--- src/hdl/dsc_map.svh ---
// Purpose: Offsets, field positions, reset values and timing counts
// Assumes: 100 MHz system clock
// Notes: Definitions only
`ifndef DSC_MAP_SVH
`define DSC_MAP_SVH
// ----------------------------------------------------------------------
// Register file addresses
// ----------------------------------------------------------------------
`define DSC_ADDR_VA 3'h0
`define DSC_ADDR_VB 3'h1
`define DSC_ADDR_VC 3'h2
`define DSC_ADDR_MEM 3'h3
`define DSC_ADDR_RSVD 3'h4
`define DSC_ADDR_DIV 3'h5
`define DSC_ADDR_CTL 3'h6
// ----------------------------------------------------------------------
// Field positions in the 24-bit frame; data word is bits 20:0
// ----------------------------------------------------------------------
`define DSC_CTL_HOLD_SRC 20
`define DSC_CTL_TO_EXT 19
`define DSC_CTL_CONV_RST 18
`define DSC_CTL_DUTY 17
`define DSC_CTL_PAD_TTL 16
`define DSC_CTL_PRESC_LO 13
`define DSC_DIV_HI 20
`define DSC_DIV_LO 18
`define DSC_ADDR_HI 23
`define DSC_ADDR_LO 21
// ----------------------------------------------------------------------
// Reset values and counts
// ----------------------------------------------------------------------
`define DSC_DIV_RESET 3'h1
`define DSC_CTL_RESET 8'h00
`define DSC_UNLOCK_MIN 3'h5
`define DSC_FRAME_BITS 5'h18
`define DSC_INIT_REF_EDGES 5'h10
`define DSC_CLK_NS 10
`define DSC_WD_NS 2000000
`define DSC_SEL_TO_NS 5000000
`define DSC_MEM_NOM_NS 30
`endif

--- src/hdl/dsc_pkg.sv ---
// Purpose: Shared types of the synthesizer control block
// Assumes: Nothing
// Notes: Constants live in dsc_map.svh
package dsc_pkg;
  typedef struct packed {
    logic [3:0] index;
    logic [6:0] p_cnt;
    logic [2:0] div_sel;
    logic [6:0] q_cnt;
  } dsc_freq_word_t;
  typedef struct packed {
    logic hold_src;
    logic to_ext;
    logic conv_rst;
    logic duty;
    logic pad_ttl;
    logic [2:0] prescale;
  } dsc_ctrl_t;
  typedef enum logic [1:0] {S_UNLOCK, S_START, S_BITS, S_STOP} dsc_ser_st_t;
  typedef enum logic [1:0] {T_IDLE, T_WAIT, T_HOLD} dsc_tmr_st_t;
endpackage

--- src/hdl/dsc_init_rom.sv ---
// Purpose: Power-up table of frequency words, registered read
// Assumes: Address is {init_hi, init_lo, word}; word 3 is the memory word
// Notes: Encodings are parameters, frequencies listed per row
`timescale 1ns/1ps
`default_nettype none
module dsc_init_rom #(
  // Rows 00: 32.500/25.175/28.322/28.322, 01: 40.000/..., 10: 50.350/
  // 110/135/165, 11: 56.644/110/135/185 MHz; encodings set at integration
  parameter logic [16*21-1:0] CONTENT = '0
) (
  input wire logic clk,
  input wire logic [3:0] addr,
  output logic [20:0] data
);
  always_ff @(posedge clk) begin
    data <= CONTENT[addr*21 +: 21];
  end
endmodule // dsc_init_rom
`default_nettype wire

--- src/hdl/dsc_load_div.sv ---
// Purpose: Load clock divider from the sampled video oscillator level
// Assumes: Oscillator well below half the system clock
// Notes: Counts oscillator half periods
`timescale 1ns/1ps
`default_nettype none
module dsc_load_div (
  input wire logic clk,
  input wire logic rst_n,
  input wire logic vco_lvl,
  input wire logic [2:0] div_code,
  input wire logic load_enable,
  output logic prim,
  output logic div2,
  output logic div4,
  output logic gated
);
  logic vco_prev_q, en_q, prim_prev_q;
  // Five bits: divide by eight needs sixteen half periods
  logic [4:0] cnt_q, per, low, nxt;
  wire vco_edge = vco_lvl ^ vco_prev_q;
  wire prim_rise = prim & ~prim_prev_q;
  // Half periods and low halves per code
  assign per = div_code[2] ? (div_code[1] ? 5'h04 : 5'h02) :
               (div_code[1:0] == 2'h0) ? 5'h06 :
               (div_code[1:0] == 2'h1) ? 5'h08 :
               (div_code[1:0] == 2'h2) ? 5'h0A : 5'h10;
  assign low = {1'b0, per[4:1]} - ((div_code[2:0] == 3'h0 ||
               div_code[2:0] == 3'h2) ? 5'h01 : 5'h00);
  assign nxt = (cnt_q + 5'h01 >= per) ? 5'h00 : cnt_q + 5'h01;
  always_ff @(posedge clk or negedge rst_n) begin
    if (!rst_n) begin
      vco_prev_q <= 1'b0;
      cnt_q <= 5'h00;
      prim <= 1'b0;
      prim_prev_q <= 1'b0;
      div2 <= 1'b0;
      div4 <= 1'b0;
      en_q <= 1'b0;
      gated <= 1'b0;
    end else begin
      vco_prev_q <= vco_lvl;
      prim_prev_q <= prim;
      if (vco_edge) begin
        cnt_q <= nxt;
        prim <= nxt >= low;
      end
      if (prim_rise) begin
        div2 <= ~div2;
        if (div2) begin
          div4 <= ~div4;
        end
        en_q <= load_enable;
      end
      gated <= prim & en_q;
    end
  end
endmodule // dsc_load_div
`default_nettype wire

--- src/hdl/dsc_top.sv ---
// Purpose: Serial programming, register file and clock selection
// Assumes: Pins and oscillator levels synchronous to clk
// Notes: Oscillators enter as sampled levels
//
// Contract
// - Address 0-2 video words, 3 memory, 5 divisor, 6 control, 4 reserved.
// - Video out three-state when disabled; 00 word a, 01 b, sel1 word c.
// - Memory out three-state when disabled, else runs from memory word.
// - Serial download keeps video source unless active register written.
// - Select change applies after one timeout, then hold clock one more.
// - Stop bit writing memory or active video word forces hold interval.
// - Video hold clock is reference by default, memory clock when bit set; memory hold uses reference.
// - Timeout counts memory oscillator edges, doubled by extension bit.
// - Converter reset sequence runs only on the first set of its bit.
// - Duty bit requests 1 ns shorter high time, default none.
// - Pad level bit defaults ECL; TTL keeps video pad three-stated.
// - Control word holds one prescale bit per video word.
// - Load clock is video oscillator divided; also /2, /4 and gated.
// - Divisor codes 10X /1, 11X /2, 000 /3, 001 /4, 010 /5, 011 /8.
// - Divisor resets to the divide-by-four code.
// - Unlock needs five or more data-high clock rises then one data-low.
// - Watchdog restarts per edge; 2 ms idle rearms and drops frame.
// - Select pins reach decode only after watchdog timeout.
// - Power-up loads video and memory words from table by init pins.
// - Initialization runs on first 16 reference clock rises.
// - Frame is start, 21 data, 3 address, stop; stop loads and rearms.
// - Data bit sampled on rise with complement on preceding fall.
// - Start, encoding or stop fault drives error low till unlock.
// - Word fields index 20:17, P 16:10, divider 9:7, Q 6:0.
`include "dsc_map.svh"
`timescale 1ns/1ps
`default_nettype none
module dsc_top import dsc_pkg::*; #(
  parameter int WD_CYC = (`DSC_WD_NS) / (`DSC_CLK_NS),
  parameter int TO_TICKS = (`DSC_SEL_TO_NS) / (`DSC_MEM_NOM_NS),
  parameter int CONV_CYC = 16,
  parameter logic [16*21-1:0] INIT_CONTENT = '0
) (
  input wire logic clk,
  input wire logic resetn,
  input wire logic sel0_serial_clk,
  input wire logic sel1_serial_data,
  input wire logic out_enable,
  input wire logic ref_clk_in,
  input wire logic video_vco,
  input wire logic mem_vco,
  input wire logic power_init_sel_lo,
  input wire logic power_init_sel_hi,
  input wire logic load_enable,
  output logic video_clk_out,
  output logic video_clk_oe,
  output logic mem_clk_out,
  output logic mem_clk_oe,
  output logic prog_error_n,
  output dsc_freq_word_t video_cfg,
  output dsc_freq_word_t mem_cfg,
  output logic video_prescale,
  output logic duty_adjust,
  output logic conv_reset,
  output logic load_clk_primary,
  output logic load_clk_div2,
  output logic load_clk_div4,
  output logic load_clk_gated,
  output logic init_done
);
  initial begin
    if (WD_CYC < 2 || WD_CYC >= (1 << 20) || TO_TICKS < 1 ||
        TO_TICKS >= (1 << 19) || CONV_CYC < 1 || CONV_CYC > 255) begin
      $error("dsc_top: parameter out of range");
    end
  end
  // ----------------------------------------------------------------------
  // Reset release and edge detection
  // ----------------------------------------------------------------------
  logic rst_a_q, rst_n;
  always_ff @(posedge clk or negedge resetn) begin
    if (!resetn) begin
      rst_a_q <= 1'b0;
      rst_n <= 1'b0;
    end else begin
      rst_a_q <= 1'b1;
      rst_n <= rst_a_q;
    end
  end
  logic sck_p_q, sdt_p_q, ref_p_q, mem_p_q;
  always_ff @(posedge clk or negedge rst_n) begin
    if (!rst_n) begin
      sck_p_q <= 1'b0;
      sdt_p_q <= 1'b0;
      ref_p_q <= 1'b0;
      mem_p_q <= 1'b0;
    end else begin
      sck_p_q <= sel0_serial_clk;
      sdt_p_q <= sel1_serial_data;
      ref_p_q <= ref_clk_in;
      mem_p_q <= mem_vco;
    end
  end
  wire sck_rise = sel0_serial_clk & ~sck_p_q;
  wire sck_fall = ~sel0_serial_clk & sck_p_q;
  wire pin_edge = (sel0_serial_clk ^ sck_p_q) | (sel1_serial_data ^ sdt_p_q);
  wire ref_rise = ref_clk_in & ~ref_p_q;
  wire mem_tick = mem_vco & ~mem_p_q;
  // ----------------------------------------------------------------------
  // Power-on initialization
  // ----------------------------------------------------------------------
  logic [1:0] init_sel_q, init_idx_q;
  logic init_cap_q, init_wr_q;
  logic [4:0] init_cnt_q;
  logic [20:0] rom_data;
  wire init_active = init_cnt_q < `DSC_INIT_REF_EDGES;
  always_ff @(posedge clk or negedge rst_n) begin
    if (!rst_n) begin
      init_sel_q <= 2'h0;
      init_cap_q <= 1'b0;
      init_cnt_q <= 5'h0;
      init_wr_q <= 1'b0;
      init_idx_q <= 2'h0;
    end else begin
      init_cap_q <= 1'b1;
      if (!init_cap_q) begin
        init_sel_q <= {power_init_sel_hi, power_init_sel_lo};
      end
      init_wr_q <= init_cap_q && init_active && ref_rise &&
                   init_cnt_q < 5'h4;
      init_idx_q <= init_cnt_q[1:0];
      if (init_cap_q && init_active && ref_rise) begin
        init_cnt_q <= init_cnt_q + 5'h1;
      end
    end
  end
  assign init_done = ~init_active;
  dsc_init_rom #(.CONTENT(INIT_CONTENT)) u_rom (
    .clk(clk),
    .addr({init_sel_q, init_cnt_q[1:0]}),
    .data(rom_data)
  );
  // ----------------------------------------------------------------------
  // Watchdog and serial decoder
  // ----------------------------------------------------------------------
  logic [19:0] wd_q;
  wire wd_idle = wd_q == 20'(WD_CYC);
  wire wd_expire = wd_q == 20'(WD_CYC - 1);
  always_ff @(posedge clk or negedge rst_n) begin
    if (!rst_n) begin
      wd_q <= 20'(WD_CYC);
    end else if (pin_edge) begin
      wd_q <= 20'h0;
    end else if (!wd_idle) begin
      wd_q <= wd_q + 20'h1;
    end
  end
  dsc_ser_st_t st_q, st_d;
  logic [2:0] ones_q;
  logic [4:0] bits_q;
  logic [23:0] sr_q;
  logic comp_q, err_n_q;
  wire enc_bad = sck_rise && (sel1_serial_data == comp_q);
  wire stop_ok = sel1_serial_data && comp_q;
  wire load_fire = st_q == S_STOP && sck_rise && stop_ok && !wd_expire;
  wire unlock_done = st_q == S_UNLOCK && sck_rise && !sel1_serial_data &&
                     ones_q >= `DSC_UNLOCK_MIN;
  wire frame_err = !wd_expire && ((st_q == S_START && sck_rise &&
                   sel1_serial_data) || (st_q == S_BITS && enc_bad) ||
                   (st_q == S_STOP && sck_rise && !stop_ok));
  wire [2:0] ld_addr = sr_q[`DSC_ADDR_HI:`DSC_ADDR_LO];
  wire [20:0] ld_data = sr_q[20:0];
  always_comb begin
    st_d = st_q;
    case (st_q)
      S_UNLOCK: if (unlock_done) st_d = S_START;
      S_START: if (sck_rise) st_d = sel1_serial_data ? S_UNLOCK : S_BITS;
      S_BITS: begin
        if (enc_bad) begin
          st_d = S_UNLOCK;
        end else if (sck_rise && bits_q == `DSC_FRAME_BITS - 5'h1) begin
          st_d = S_STOP;
        end
      end
      S_STOP: if (sck_rise) st_d = S_UNLOCK;
      default: st_d = S_UNLOCK;
    endcase
    if (wd_expire || !init_done) begin
      st_d = S_UNLOCK;
    end
  end
  always_ff @(posedge clk or negedge rst_n) begin
    if (!rst_n) begin
      st_q <= S_UNLOCK;
      ones_q <= 3'h0;
      bits_q <= 5'h0;
      sr_q <= 24'h0;
      comp_q <= 1'b0;
      err_n_q <= 1'b1;
    end else begin
      st_q <= st_d;
      if (sck_fall) begin
        comp_q <= sel1_serial_data;
      end
      if (st_q != S_UNLOCK || wd_expire) begin
        ones_q <= 3'h0;
      end else if (sck_rise) begin
        ones_q <= !sel1_serial_data ? 3'h0 :
                  (ones_q < `DSC_UNLOCK_MIN) ? ones_q + 3'h1 : ones_q;
      end
      if (st_q == S_START) begin
        bits_q <= 5'h0;
      end else if (st_q == S_BITS && sck_rise && !enc_bad) begin
        bits_q <= bits_q + 5'h1;
        sr_q <= {sel1_serial_data, sr_q[23:1]};
      end
      if (unlock_done) begin
        err_n_q <= 1'b1;
      end else if (frame_err) begin
        err_n_q <= 1'b0;
      end
    end
  end
  assign prog_error_n = err_n_q;
  // ----------------------------------------------------------------------
  // Register file
  // ----------------------------------------------------------------------
  logic [20:0] vword_q [3];
  logic [20:0] mword_q;
  logic [2:0] div_q;
  dsc_ctrl_t ctl_q;
  logic conv_done_q;
  logic [7:0] conv_cnt_q;
  always_ff @(posedge clk or negedge rst_n) begin
    if (!rst_n) begin
      mword_q <= 21'h0;
      div_q <= `DSC_DIV_RESET;
      ctl_q <= `DSC_CTL_RESET;
    end else if (init_wr_q) begin
      if (init_idx_q == 2'h3) begin
        mword_q <= rom_data;
      end
    end else if (load_fire) begin
      case (ld_addr)
        `DSC_ADDR_MEM: mword_q <= ld_data;
        `DSC_ADDR_DIV: div_q <= ld_data[`DSC_DIV_HI:`DSC_DIV_LO];
        `DSC_ADDR_CTL: ctl_q <= ld_data[20:13];
        default: ;
      endcase
    end
  end
  for (genvar i = 0; i < 3; i++) begin : g_vword
    always_ff @(posedge clk or negedge rst_n) begin
      if (!rst_n) begin
        vword_q[i] <= 21'h0;
      end else if (init_wr_q && init_idx_q == 2'(i)) begin
        vword_q[i] <= rom_data;
      end else if (load_fire && ld_addr == 3'(i)) begin
        vword_q[i] <= ld_data;
      end
    end
  end
  // ----------------------------------------------------------------------
  // Converter reset one-shot
  // ----------------------------------------------------------------------
  always_ff @(posedge clk or negedge rst_n) begin
    if (!rst_n) begin
      conv_done_q <= 1'b0;
      conv_cnt_q <= 8'h0;
    end else if (ctl_q.conv_rst && !conv_done_q) begin
      conv_done_q <= 1'b1;
      conv_cnt_q <= 8'(CONV_CYC);
    end else if (conv_cnt_q != 8'h0) begin
      conv_cnt_q <= conv_cnt_q - 8'h1;
    end
  end
  assign conv_reset = conv_cnt_q != 8'h0;
  assign duty_adjust = ctl_q.duty;
  // ----------------------------------------------------------------------
  // Selection and hold timers
  // ----------------------------------------------------------------------
  logic [1:0] sel_seen_q, sel_act_q;
  dsc_tmr_st_t vt_q, mt_q;
  logic [18:0] vcnt_q, mcnt_q;
  wire [18:0] to_lim = ctl_q.to_ext ? 19'(2 * TO_TICKS) : 19'(TO_TICKS);
  wire [1:0] act_idx = sel_act_q[1] ? 2'h2 : {1'b0, sel_act_q[0]};
  // An edge out of idle is a frame start, never a selection
  wire sel_new = init_done && wd_idle && !pin_edge &&
                 {sel1_serial_data, sel0_serial_clk} != sel_seen_q;
  wire v_wr_act = load_fire && ld_addr == {1'b0, act_idx};
  wire m_wr = load_fire && ld_addr == `DSC_ADDR_MEM;
  wire vt_end = mem_tick && vcnt_q + 19'h1 >= to_lim;
  wire mt_end = mem_tick && mcnt_q + 19'h1 >= to_lim;
  always_ff @(posedge clk or negedge rst_n) begin
    if (!rst_n) begin
      sel_seen_q <= 2'h0;
      sel_act_q <= 2'h0;
      vt_q <= T_IDLE;
      vcnt_q <= 19'h0;
    end else begin
      if (sel_new) begin
        sel_seen_q <= {sel1_serial_data, sel0_serial_clk};
        vt_q <= T_WAIT;
        vcnt_q <= 19'h0;
      end else if (v_wr_act) begin
        vt_q <= T_HOLD;
        vcnt_q <= 19'h0;
      end else begin
        case (vt_q)
          T_WAIT: begin
            vcnt_q <= vt_end ? 19'h0 : vcnt_q + {18'h0, mem_tick};
            if (vt_end) begin
              sel_act_q <= sel_seen_q;
              vt_q <= T_HOLD;
            end
          end
          T_HOLD: begin
            vcnt_q <= vt_end ? 19'h0 : vcnt_q + {18'h0, mem_tick};
            if (vt_end) vt_q <= T_IDLE;
          end
          default: vt_q <= T_IDLE;
        endcase
      end
    end
  end
  always_ff @(posedge clk or negedge rst_n) begin
    if (!rst_n) begin
      mt_q <= T_IDLE;
      mcnt_q <= 19'h0;
    end else if (m_wr) begin
      mt_q <= T_HOLD;
      mcnt_q <= 19'h0;
    end else if (mt_q == T_HOLD) begin
      mcnt_q <= mt_end ? 19'h0 : mcnt_q + {18'h0, mem_tick};
      if (mt_end) mt_q <= T_IDLE;
    end else begin
      mt_q <= T_IDLE;
    end
  end
  // ----------------------------------------------------------------------
  // Glitch-free output muxes
  // ----------------------------------------------------------------------
  // Source only swaps while both clocks are low, so no runt pulse escapes
  logic vsrc_q, msrc_q;
  wire hold_lvl = ctl_q.hold_src ? mem_vco : ref_clk_in;
  wire v_want = vt_q == T_HOLD;
  wire m_want = mt_q == T_HOLD;
  wire v_cur = vsrc_q ? hold_lvl : video_vco;
  wire m_cur = msrc_q ? ref_clk_in : mem_vco;
  wire v_swap = vsrc_q != v_want && !video_vco && !hold_lvl;
  wire m_swap = msrc_q != m_want && !mem_vco && !ref_clk_in;
  always_ff @(posedge clk or negedge rst_n) begin
    if (!rst_n) begin
      vsrc_q <= 1'b0;
      msrc_q <= 1'b0;
      video_clk_out <= 1'b0;
      mem_clk_out <= 1'b0;
    end else begin
      if (v_swap) vsrc_q <= v_want;
      if (m_swap) msrc_q <= m_want;
      video_clk_out <= v_cur;
      mem_clk_out <= m_cur;
    end
  end
  assign video_clk_oe = out_enable && !ctl_q.pad_ttl;
  assign mem_clk_oe = out_enable;
  assign video_cfg = dsc_freq_word_t'(vword_q[act_idx]);
  assign mem_cfg = dsc_freq_word_t'(mword_q);
  assign video_prescale = ctl_q.prescale[2 - act_idx];
  dsc_load_div u_ldiv (
    .clk(clk),
    .rst_n(rst_n),
    .vco_lvl(video_vco),
    .div_code(div_q),
    .load_enable(load_enable),
    .prim(load_clk_primary),
    .div2(load_clk_div2),
    .div4(load_clk_div4),
    .gated(load_clk_gated)
  );
  // ----------------------------------------------------------------------
  // Assertions
  // ----------------------------------------------------------------------
  property p_err_hold;
    @(posedge clk) disable iff (!rst_n)
    !prog_error_n && !unlock_done |=> !prog_error_n;
  endproperty
  a_err_hold: assert property (p_err_hold) else $error("error released");
  property p_vid_hiz;
    @(posedge clk) disable iff (!rst_n)
    !out_enable || ctl_q.pad_ttl |-> !video_clk_oe;
  endproperty
  a_vid_hiz: assert property (p_vid_hiz) else $error("video driven");
  property p_mem_hiz;
    @(posedge clk) disable iff (!rst_n) mem_clk_oe == out_enable;
  endproperty
  a_mem_hiz: assert property (p_mem_hiz) else $error("memory oe wrong");
  property p_stop_rearm;
    @(posedge clk) disable iff (!rst_n) load_fire |=> st_q == S_UNLOCK;
  endproperty
  a_stop_rearm: assert property (p_stop_rearm) else $error("no rearm");
  property p_wd_rearm;
    @(posedge clk) disable iff (!rst_n)
    wd_expire |=> st_q == S_UNLOCK && ones_q == 3'h0;
  endproperty
  a_wd_rearm: assert property (p_wd_rearm) else $error("watchdog");
  property p_rsvd;
    @(posedge clk) disable iff (!rst_n)
    load_fire && ld_addr == `DSC_ADDR_RSVD && !init_wr_q |=>
      $stable(mword_q) && $stable(div_q) && $stable(ctl_q) &&
      $stable(vword_q[0]) && $stable(vword_q[1]) && $stable(vword_q[2]) &&
      prog_error_n == $past(prog_error_n);
  endproperty
  a_rsvd: assert property (p_rsvd) else $error("reserved write");
  property p_conv_once;
    @(posedge clk) disable iff (!rst_n)
    conv_done_q && !conv_reset |=> !conv_reset [*8];
  endproperty
  a_conv_once: assert property (p_conv_once) else $error("conv again");
  property p_mem_hold;
    @(posedge clk) disable iff (!rst_n) m_wr |=> mt_q == T_HOLD;
  endproperty
  a_mem_hold: assert property (p_mem_hold) else $error("no mem hold");
  property p_sel_frozen;
    @(posedge clk) disable iff (!rst_n)
    !wd_idle |=> $stable(sel_seen_q);
  endproperty
  a_sel_frozen: assert property (p_sel_frozen) else $error("sel leak");
endmodule // dsc_top
`default_nettype wire

--- config.mk ---
export PLATFORM = sky130hd
export DESIGN_NAME = dsc_top
export DESIGN_NICKNAME = d
export VERILOG_FILES = /design/src/hdl/dsc_pkg.sv /design/src/hdl/dsc_init_rom.sv /design/src/hdl/dsc_load_div.sv /design/src/hdl/dsc_top.sv
export VERILOG_INCLUDE_DIRS = /design/src /design/src/hdl
export SDC_FILE = /design/constraint.sdc
export NUM_CORES = 1
export LEC_CHECK = 0
export ABC_AREA = 1
export BUFFER_PORTS_ARGS = -buffer_cell sky130_fd_sc_hd__buf_4
export CORE_ASPECT_RATIO = 1.75
export CORE_MARGIN = 1
export CORE_UTILIZATION = 46
export CTS_CLUSTER_SIZE = 14
export DETAILED_ROUTE_END_ITERATION = 10
export HOLD_SLACK_MARGIN = 0.12
export PLACE_DENSITY = 0.69
export SLEW_MARGIN = 40
export SYNTH_ARGS = -nofsm -noshare
export SYNTH_HDL_FRONTEND = slang
export SYNTH_SLANG_ARGS = --single-unit
export TNS_END_PERCENT = 5
--- constraint.sdc ---
create_clock -name clk -period 7.85 [get_ports clk]
set_input_delay 1.57 -clock clk [delete_from_list [all_inputs] [get_ports clk]]
set_output_delay 1.57 -clock clk [all_outputs]
set_load 0.005 [all_outputs]
==> qor.csv, run 1 <==
metric;value;unit
Layout Skew;0.0172;ns
Post-CTS Setup Repair Bufs;0;
vias in the first global route;10200;
Cells after Synth;1526;
CTS Sinks;236;
outcome;finished, final reports clean;
Resize count post-CTS;0;
setup TNS;0;ns
Total Wirelength;29800;um
RSZ-0062 raised after global routing;false;
routed wl met3;1040;um
via-per-instance ratio;5.33;
Slew headroom;36.2;%
Yosys Warn Count;0;
CTS Buffer Depth;3;
ant diodes;0;
Residual DRC;0;
DR WL met2;16300;um
worst-path maximum fanout;22;
Initial Utilization;46.8;%
sequential-to-total area share from yosys stat;46.4;%
1st-pass router iterations;6;
Final min period;4.86;ns
Reg2Reg Launch Point;mcnt_q[1];
WS Path Type;flip-flop to output port;
final hold vios;0;
grt total ovfl;0;
Hold Path Class;flip-flop to async pin;
number of enable flip-flop cells after synthesis;0;
final setup fails;0;
initial antenna violation count;0;
Port-buffer cells;63;
crit path DAT;3.29;ns
CP Cell Sequence;inv_1 > nand2_1 > o21ai_0 > buf_4;
Synth area leader;dfrtp_1;
worst reg2reg path depth;18;
placer congestion estimate;0.892;
max-cap violations;0;
Routed Antenna Nets;0;
Slew @ Worst Pin;0.955;ns
clock root buffer;clkbuf_16;
Seq. cell area;0.00592;sq mm
CTS H-tree lvls;1;
IO Pins;66;
power per cell area;201;mW/mm^2
synth top area cells;dfrtp_1, nand2_1, ha_1, inv_1, nand3_1;
Cell Area, Placed;0.0136;sq mm
Clk pin slew, worst setup/hold paths;0.06;ns
Worst setup EP type;output port;
die area;0.0284;sq mm
Tcrit/Tclk final;61.9;%
Req. time, crit path;6.28;ns
Die Y;222;um
Multi-input gate area;0.00586;sq mm
WHS;0.336;ns
synthesized cell area;0.0127;sq mm
FMAX;206;MHz
crit path launch type;flip-flop;
synthesized area per cell;8.35;sq um
#FFs+latches synth;236;
CTS tree;built;
Via Count;10400;
Netlist cell types;48;
Metal-1 WL;11500;um
largest net degree at the start of global routing;81;
Rows;80;
Nets;1638;
Post-Layout Inst Area;0.0144;sq mm
Routed WL per cell;15.2;um
leakage power;6.97;nW
top routing layer in use;met4;
Max stage delay on crit path;0.71;ns
crit path max-delay cell type;nand2_1;
Max Slew Vio Count;0;
VDD IR max;0.000160;V
1st-iter DRT viols;795;
first-pass GRT wire length;50000;um
Primary FF master, synth;dfrtp_1;
Die X;128;um
Total GRT Usage;21.8;%
core area;0.0272;sq mm
Worst R2R Setup Slack;4.49;ns
Synth async-reset ratio;100;%
detailed placement HPWL;20700;um
r2r endpoint;mcnt_q[1];
Yosys top cell area share;44.8;%
fillcell total;2649;
Clock Latency Late Sink;0.54;ns
fin util;52.8;%
share of layout cells above drive strength 1;11.2;%
CTS buffer count;23;
hold_buf cts;0;
Area growth, synth to finish;12.8;%
[worst max path at each step]
stage	cells past startpoint	slack [ns]	endpoint	startpoint
final	4	2.99	video_cfg[19]	sel_act_q[1]
after global routing	4	2.97	video_cfg[18]	sel_act_q[1]
after CTS	4	3.00	video_cfg[18]	sel_act_q[1]
after detailed placement	4	3.54	video_cfg[18]	sel_act_q[1]
after global placement	4	3.57	video_cfg[18]	sel_act_q[1]
after floorplan	0	0.80	bits_q[0]	rst_n
[layout make-up]
class,count,area share (%)
Clock inverter,11,1.13
Timing Repair Buffer,72,4.34
Inverter,193,5.04
Sequential cell,236,41.2
Clock buffer,29,4.30
Multi-Input combinational cell,1044,40.8
Tap cell,369,3.21
[cells in the final DEF (no fill, tap or decap), types with 7 or more instances in the layout]
master       n
nand2_1    329
dfrtp_1    227
inv_1      189
nand3_1    129
nor2_1     118
o21ai_0    112
buf_4       66
xor2_1      57
ha_1        57
a21oi_1     36
o22ai_1     32
nor3_1      27
nand4_1     23
clkbuf_16   23
o31ai_2     19
xnor2_1     12
a22oi_1     12
o221ai_1     9
dfstp_2      8
nor2_4       7
nor2_2       7
[synth_stat cells (3+ instances only)]
cell type,count
nand2_1,330
dfrtp_1,228
inv_1,189
nand3_1,133
nor2_1,118
o21ai_0,112
ha_1,57
xor2_1,57
a21oi_1,36
o22ai_1,32
clkbuf_1,31
nor3_1,27
nand4_1,23
o31ai_2,19
a22oi_1,12
xnor2_1,12
o221ai_1,9
buf_2,8
dfstp_2,8
nor2_2,8
buf_6,6
nand3b_1,6
nor2_4,6
o31ai_1,6
mux2_2,5
buf_4,4
inv_2,4
o21a_1,4
or2_2,4
buf_1,3
nand2_2,3
nor4_1,3
[state kept, by name, indices dropped and copies added, names as in the netlist, 7 cells and up]
register / flops
vword_q: 63
wd_q: 20
sr_q: 24
vcnt_q: 19
mcnt_q: 19
mem_cfg: 21
conv_cnt_q: 8
ctl_q: 7
[kinds of logic (layout without fill, tap and decap cells)]
kind of cell,count (synthesis),after routing,share of synthesized area (%)
AO/OA/AOI/OAI,239,239,11.7
XOR/XNOR,69,69,4.74
adder cells (fa/ha/maj),57,57,5.60
buffers and inverters,247,305,7.84
flip-flops,236,236,46.4
multiplexers,6,6,0.520
other,1,2,0.0294
AND/OR/NAND/NOR,671,671,23.1
[power by group]
part	switching (W)	internal, W	total (W)	leakage, nW
registers	0.0000694	0.00128	0.00135	3.16
clock network	0.000479	0.000690	0.00117	0.387
logic	0.000227	0.000145	0.000372	3.43
[per-layer routing]
| metal | global-route usage [%] | vias up |
|---|---|---|
| met1 | 24.7 | 5040 |
| met2 | 40.6 | 205 |
| met3 | 2.48 | 74 |
| met5 | 0 | - |
| met4 | 9.03 | 0 |
| li1 | - | 5105 |
[worst max-delay path, delay by kind of cell, from the launching register on]
| kind | cells | cell delay, ns |
|---|---|---|
| buffers and inverters | 2 | 0.74 |
| AND/OR/NAND/NOR | 1 | 0.71 |
| flip-flops | 1 | 0.65 |
| AO/OA/AOI/OAI | 1 | 0.65 |
[metrics by stage]
stage,setup WS [ns],total power [W],cells
finish,2.99,0.00289,1954
global route,2.97,0.00303,1954
CTS,3.00,0.00292,1954
detailed placement,3.54,0.00175,1914
global placement,3.57,0.00172,1909
floorplan,0.800,0.00162,1527
Power figures use the tool's default switching activity.
==> run 2: changes to the inputs <==
Clock period 7.85 ns to 4.5 ns, I/O delays scaled along.
==> run 2 against run 1 <==
Sequential power up 74%; hold slack worse by 0.19 ns; wire length increased by 0.77%; global-route usage is 0.14 points higher; core utilization down 0.050 points; power rose by 74%; clock skew shrank 0.0025 ns; first-iteration DRC count shrank 11%; non-clock buffer count rose by 6; final cell count increased by 0.41%; critical path type is now flip-flop to flip-flop; largest power group unchanged.
==> qor.csv, run 2 (synthesis gave the netlist of run 1 again) <==
metric;value;unit;change
outcome;finished, final reports clean;;unchanged
Residual DRC;0;;unchanged
Hold Path Class;input port to async pin;;was flip-flop to async pin
max reg flops;63;;unchanged
fillcell total;2626;;was 2,649
most frequent cells in the layout;nand2_1, dfrtp_1, inv_1, nand3_1, nor2_1;;unchanged
ant diodes;0;;unchanged
Routed WL per cell;15.3;um;was 15.2 um
Sequential Power Share;46.8;%;was 46.7%
vias in the first global route;10300;;was 10.2k
most frequent CP cell;nor2_1;;
setup TNS;0;ns;unchanged
crit path to;mcnt_q[16];;was video_cfg[19]
most common cell after layout, fill and taps aside;nand2_1;;unchanged
Max stage delay on crit path;0.42;ns;was 0.71 ns
share of layout cells above drive strength 1;11.5;%;was 11.2%
Die X;128;um;unchanged
final hold vios;0;;unchanged
Area growth, synth to finish;12.7;%;was 12.8%
Tcrit/Tclk final;74.3;%;
hold_buf cts;0;;unchanged
final setup fails;0;;unchanged
Internal;0.00366;W;was 0.00211 W
Worst R2R Setup Slack;1.16;ns;was 4.49 ns
Total Wirelength;30000;um;was 29,800 um
CTS Buffer Depth;3;;unchanged
Slew @ Worst Pin;0.744;ns;was 0.955 ns
placer congestion estimate;0.857;;was 0.892
cell count along the critical path;18;;was 4
1st-iter DRT viols;709;;was 795
power per cell area;350;mW/mm^2;was 201 mW/mm^2
Req. time, crit path;4.91;ns;was 6.28 ns
worst path buffer plus inverter count;0;;was 2
sw frac;27.3;%;was 26.8%
first-pass GRT wire length;50200;um;was 50,000 um
Resize count post-CTS;0;;unchanged
VDD IR max;0.000262;V;was 0.000160 V
Layout Skew;0.0147;ns;was 0.0172 ns
largest net degree at the start of global routing;136;;was 81
1st-pass router iterations;5;;was 6
Final min period;3.34;ns;
Via Count;10300;;was 10.4k
largest delay contributor family on the critical path;simple AND/OR/NAND/NOR gates;;was buffers and inverters
Clk pin slew, worst setup/hold paths;0.06;ns;about the same
die area;0.0284;sq mm;unchanged
Design Power;0.00503;W;was 0.00289 W
grt total ovfl;0;;unchanged
CTS buffer count;24;;was 23
Slew headroom;50.4;%;was 36.2%
max-cap violations;0;;unchanged
Total GRT Usage;21.9;%;was 21.8%
Cell Area, Placed;0.0136;sq mm;about the same
Routed Antenna Nets;0;;unchanged
Port-buffer cells;63;;unchanged
WS Path Type;flip-flop to flip-flop;;was flip-flop to output port
leakage power;6.98;nW;was 6.97 nW
placed cell count;1919;;was 1,914
IO Pins;66;;unchanged
CP Cell Sequence;ha_1 > nand3_1 > nor2_1 > nand3_1 > nor3_1 > xor2_1 > ha_1 > nand2_1 > nor2_1 > nand4_1 > nor2_1 > nand3_1 > nor2_1 > nor2_1 > nand2_1 > nand2_1 > nand3_1 > nand2_1;;was inv_1 > nand2_1 > o21ai_0 > buf_4
Worst setup EP type;flip-flop;;was output port
core area;0.0272;sq mm;unchanged
CTS tree;built;;unchanged
clock root buffer;clkbuf_16;;unchanged
worst reg2reg path depth;18;;unchanged
Die Y;222;um;unchanged
Post-Layout Inst Area;0.0144;sq mm;about the same
Initial Utilization;46.8;%;unchanged
Post-CTS Setup Repair Bufs;0;;unchanged
Clock Latency Late Sink;0.53;ns;was 0.54 ns
Post-Layout Cell Count;1962;;was 1,954
CP startpoint;mcnt_q[1];;was sel_act_q[1]
Top reg by flops;vword_q;;unchanged
clock share of power;40.3;%;was 40.4%
FMAX;299;MHz;
crit path launch type;flip-flop;;unchanged
Rows;80;;unchanged
CTS Sinks;236;;unchanged
Nets;1645;;was 1,638
crit path DAT;3.76;ns;was 3.29 ns
combinational power share;12.8;%;was 12.9%
RSZ-0062 raised after global routing;false;;unchanged
Max Slew Vio Count;0;;unchanged
Reg2Reg Launch Point;mcnt_q[1];;unchanged
Net Switching;0.00137;W;was 0.000775 W
crit path max-delay cell type;dfrtp_1;;was nand2_1
detailed placement HPWL;20600;um;was 20,700 um
initial antenna violation count;0;;unchanged
CTS H-tree lvls;1;;unchanged
WHS;0.145;ns;was 0.336 ns
via-per-instance ratio;5.26;;was 5.33
worst-path maximum fanout;20;;was 22
r2r endpoint;mcnt_q[16];;was mcnt_q[1]
-- run 2: final cells by class --
| class | count | area (sq um) | area share, % |
|---|---|---|---|
| clock buffers | 32 | 672 | 4.68 |
| clock inverters | 10 | 115 | 0.802 |
| inverters | 193 | 724 | 5.05 |
| multi-input cells | 1044 | 5850 | 40.7 |
| flip-flops and latches | 236 | 5920 | 41.2 |
| well taps | 369 | 462 | 3.22 |
| repair buffers | 78 | 614 | 4.28 |
-- run 2: per-stage QoR --
step / worst slack [ns] / utilization (%)
2_1_floorplan: 0.631 / -
3_3_place_gp: 1.22 / 49.7
3_5_place_dp: 1.15 / 49.8
4_1_cts: 1.12 / 52.7
5_1_grt: 0.687 / 52.7
6_report: 1.16 / 52.7
-- run 2: routing by layer --
| layer | track usage (%) | share of wire, % | vias to the layer above | wire [um] |
|---|---|---|---|---|
| met2 | 41.1 | 54 | 178 | 16200 |
| li1 | - | - | 5114 | - |
| met5 | 0 | 0 | - | 0 |
| met3 | 2.22 | 2.8 | 65 | 840 |
| met4 | 8.73 | 3.3 | 0 | 1000 |
| met1 | 25.0 | 40 | 4958 | 11900 |
-- run 2: worst min path at each step --
| stage | to | from |
|---|---|---|
| 5_1_grt | rst_n | resetn |
| 3_5_place_dp | st_q[1] | rst_n |
| 6_report | rst_n | resetn |
| 2_1_floorplan | rst_n | rst_a_q |
| 4_1_cts | rst_n | resetn |
| 3_3_place_gp | rst_n | rst_a_q |
-- run 2: power by group through the flow --
stage	combinational [W]	sequential (W)	clock, W
floorplan	0.000445	0.00239	0
global route	0.000752	0.00237	0.00215
global placement	0.000616	0.00239	0
finish	0.000645	0.00235	0.00203
detailed placement	0.000649	0.00239	0
CTS	0.000655	0.00235	0.00207
==> run 3: changes to the inputs <==
Settings changed: PLACE_DENSITY 0.69 to 0.71.
Clock period 4.5 ns to 2.8 ns, I/O delays scaled along.
==> run 3 against run 2 <==
The run now ends with setup timing left; combinational power rose by 94%; maximum frequency rose by 17%; count of clock-buffer cells in the layout rose by 2; design area rose by 6.6%; final cell count rose by 4.3%; register-to-register slack got worse by 1.2 ns; sequential power rose by 60%; critical path type unchanged; largest cell class is now multi-input gates.
==> qor.csv, run 3 (synthesis gave the netlist of run 1 again) <==
metric;value;unit;change
Routed WL per cell;15.5;um;was 15.3 um
Hold Path Class;input port to flip-flop;;was input port to async pin
clock root buffer;clkbuf_16;;unchanged
leakage power;7.43;nW;was 6.98 nW
vias in the first global route;11100;;was 10.3k
IO Pins;66;;unchanged
largest delay contributor family on the critical path;compound AO/OA/AOI/OAI gates;;was simple AND/OR/NAND/NOR gates
Tcrit/Tclk final;102;%;was 74.3%
final hold vios;0;;unchanged
initial antenna violation count;0;;unchanged
RSZ-0062 raised after global routing;true;;was false
final setup fails;8;;was 0
failing checks;setup timing;;
worst-path maximum fanout;3;;was 20
Worst R2R Setup Slack;-0.05;ns;was 1.16 ns
Total Wirelength;31800;um;was 30,000 um
outcome;finished with violations;;was finished, final reports clean
Max Slew Vio Count;0;;unchanged
Req. time, crit path;3.19;ns;was 4.91 ns
detailed placement HPWL;22000;um;was 20,600 um
Routed Antenna Nets;0;;unchanged
share of layout cells above drive strength 1;18.4;%;was 11.5%
Post-Layout Cell Count;2046;;was 1,962
CP Cell Sequence;ha_1 > nand2_1 > inv_1 > nor2_2 > ha_4 > inv_2 > a21oi_2 > o21a_1 > o21ai_1 > nand2_1 > nor2_1 > inv_1 > ha_1 > o21a_1 > o21a_1 > o21a_1 > o21ai_1 > a31oi_1;;was ha_1 > nand3_1 > nor2_1 > nand3_1 > nor3_1 > xor2_1 > ha_1 > nand2_1 > nor2_1 > nand4_1 > nor2_1 > nand3_1 > nor2_1 > nor2_1 > nand2_1 > nand2_1 > nand3_1 > nand2_1
Layout Skew;0.0150;ns;was 0.0147 ns
max-cap violations;0;;unchanged
CTS H-tree lvls;1;;unchanged
Initial Utilization;46.8;%;unchanged
1st-pass router iterations;5;;unchanged
WHS;0.147;ns;was 0.145 ns
Die Y;222;um;unchanged
placer congestion estimate;0.910;;was 0.857
grt total ovfl;0;;unchanged
most common cell after layout, fill and taps aside;nand2_1;;unchanged
WS Path Type;flip-flop to flip-flop;;unchanged
Worst setup EP type;flip-flop;;unchanged
Nets;1727;;was 1,645
VDD IR max;0.000364;V;was 0.000262 V
Clk pin slew, worst setup/hold paths;0.07;ns;was 0.06 ns
CTS Buffer Depth;3;;unchanged
worst path buffer plus inverter count;3;;was 0
die area;0.0284;sq mm;unchanged
crit path max-delay cell type;dfrtp_1;;unchanged
Area growth, synth to finish;20.0;%;was 12.7%
Slew @ Worst Pin;0.736;ns;was 0.744 ns
Slew headroom;50.9;%;was 50.4%
1st-iter DRT viols;560;;was 709
Via Count;10900;;was 10.3k
Rows;80;;unchanged
setup ws final;-0.0531;ns;was 1.16 ns
CTS Sinks;236;;unchanged
most frequent cells in the layout;nand2_1, dfrtp_1, inv_1, buf_4, nand3_1;;was nand2_1, dfrtp_1, inv_1, nand3_1, nor2_1
core area;0.0272;sq mm;unchanged
CTS buffer count;24;;unchanged
Total GRT Usage;23.0;%;was 21.9%
max reg flops;63;;unchanged
Port-buffer cells;63;;unchanged
power per cell area;552;mW/mm^2;was 350 mW/mm^2
via-per-instance ratio;5.32;;was 5.26
largest net degree at the start of global routing;82;;was 136
Max stage delay on crit path;0.38;ns;was 0.42 ns
Final min period;2.85;ns;was 3.34 ns
Clock Latency Late Sink;0.54;ns;was 0.53 ns
Top reg by flops;vword_q;;unchanged
crit path launch type;flip-flop;;unchanged
placed cell count;1992;;was 1,919
ant diodes;0;;unchanged
first-pass GRT wire length;52600;um;was 50,200 um
crit path DAT;3.25;ns;was 3.76 ns
CTS tree;built;;unchanged
Die X;128;um;unchanged
FMAX;350;MHz;was 299 MHz
Residual DRC;0;;unchanged
most frequent CP cell;o21a_1;;was nor2_1
==> run 3: timing repair <==
item	4_1_cts	5_1_grt
cloned	0	2
hold endpoints to repair	2	0
hold buffers	1	0
endpoints found under the setup margin	40	44
setup buffers	2	5
resized for setup	19	35
pin swaps	12	37
==> run 3: final timing paths <==
check / start / end / cells past startpoint
min reg2reg: rst_n / sr_q[1] / 0
min: sel0_serial_clk / sck_p_q / 1
max: u_ldiv.cnt_q[0] / u_ldiv.prim / 18
max in group asynchronous: rst_n / vcnt_q[8] / 1
min in group asynchronous: rst_n / sr_q[1] / 0
max reg2reg: u_ldiv.cnt_q[0] / u_ldiv.prim / 18
==> run 3: cell type report <==
class                      instances  area (sq um)
fill                            2534         11900
multi-input combinational       1044          6050
sequential                       236          5930
timing repair buffer             160          1290
inverter                         193           724
clock buffer                      34           698
tap                              369           462
clock inverter                    10           146
==> run 3: power by group <==
| group | switching (W) | internal, W | total [W] |
|---|---|---|---|
| Combinational | 0.000712 | 0.000536 | 0.00125 |
| Clock | 0.00139 | 0.00203 | 0.00342 |
| Sequential | 0.000179 | 0.00359 | 0.00377 |
| Total | 0.00228 | 0.00615 | 0.00844 |
==> run 3: metrics by stage <==
| stage | area, sq um | worst slack (ns) | power [W] | util (%) | TNS (ns) |
|---|---|---|---|---|---|
| global route | 15300 | -0.313 | 0.00884 | 56.2 | -6.84 |
| detailed placement | 14100 | -0.231 | 0.00499 | 51.9 | -2.30 |
| floorplan | 12800 | -0.168 | 0.00455 | - | -0.168 |
| finish | 15300 | -0.0531 | 0.00844 | 56.2 | -0.160 |
| global placement | 14100 | -0.255 | 0.00495 | 51.9 | -0.575 |
| CTS | 15100 | -0.0971 | 0.00848 | 55.3 | -0.0971 |
==> run 3: per-layer routing <==
layer	up-vias	global-route usage [%]	routed length [um]
li1	5280	-	-
met1	5251	25.4	12100
met2	252	42.4	17000
met3	98	2.48	1030
met4	0	12.3	1590
met5	-	0	0
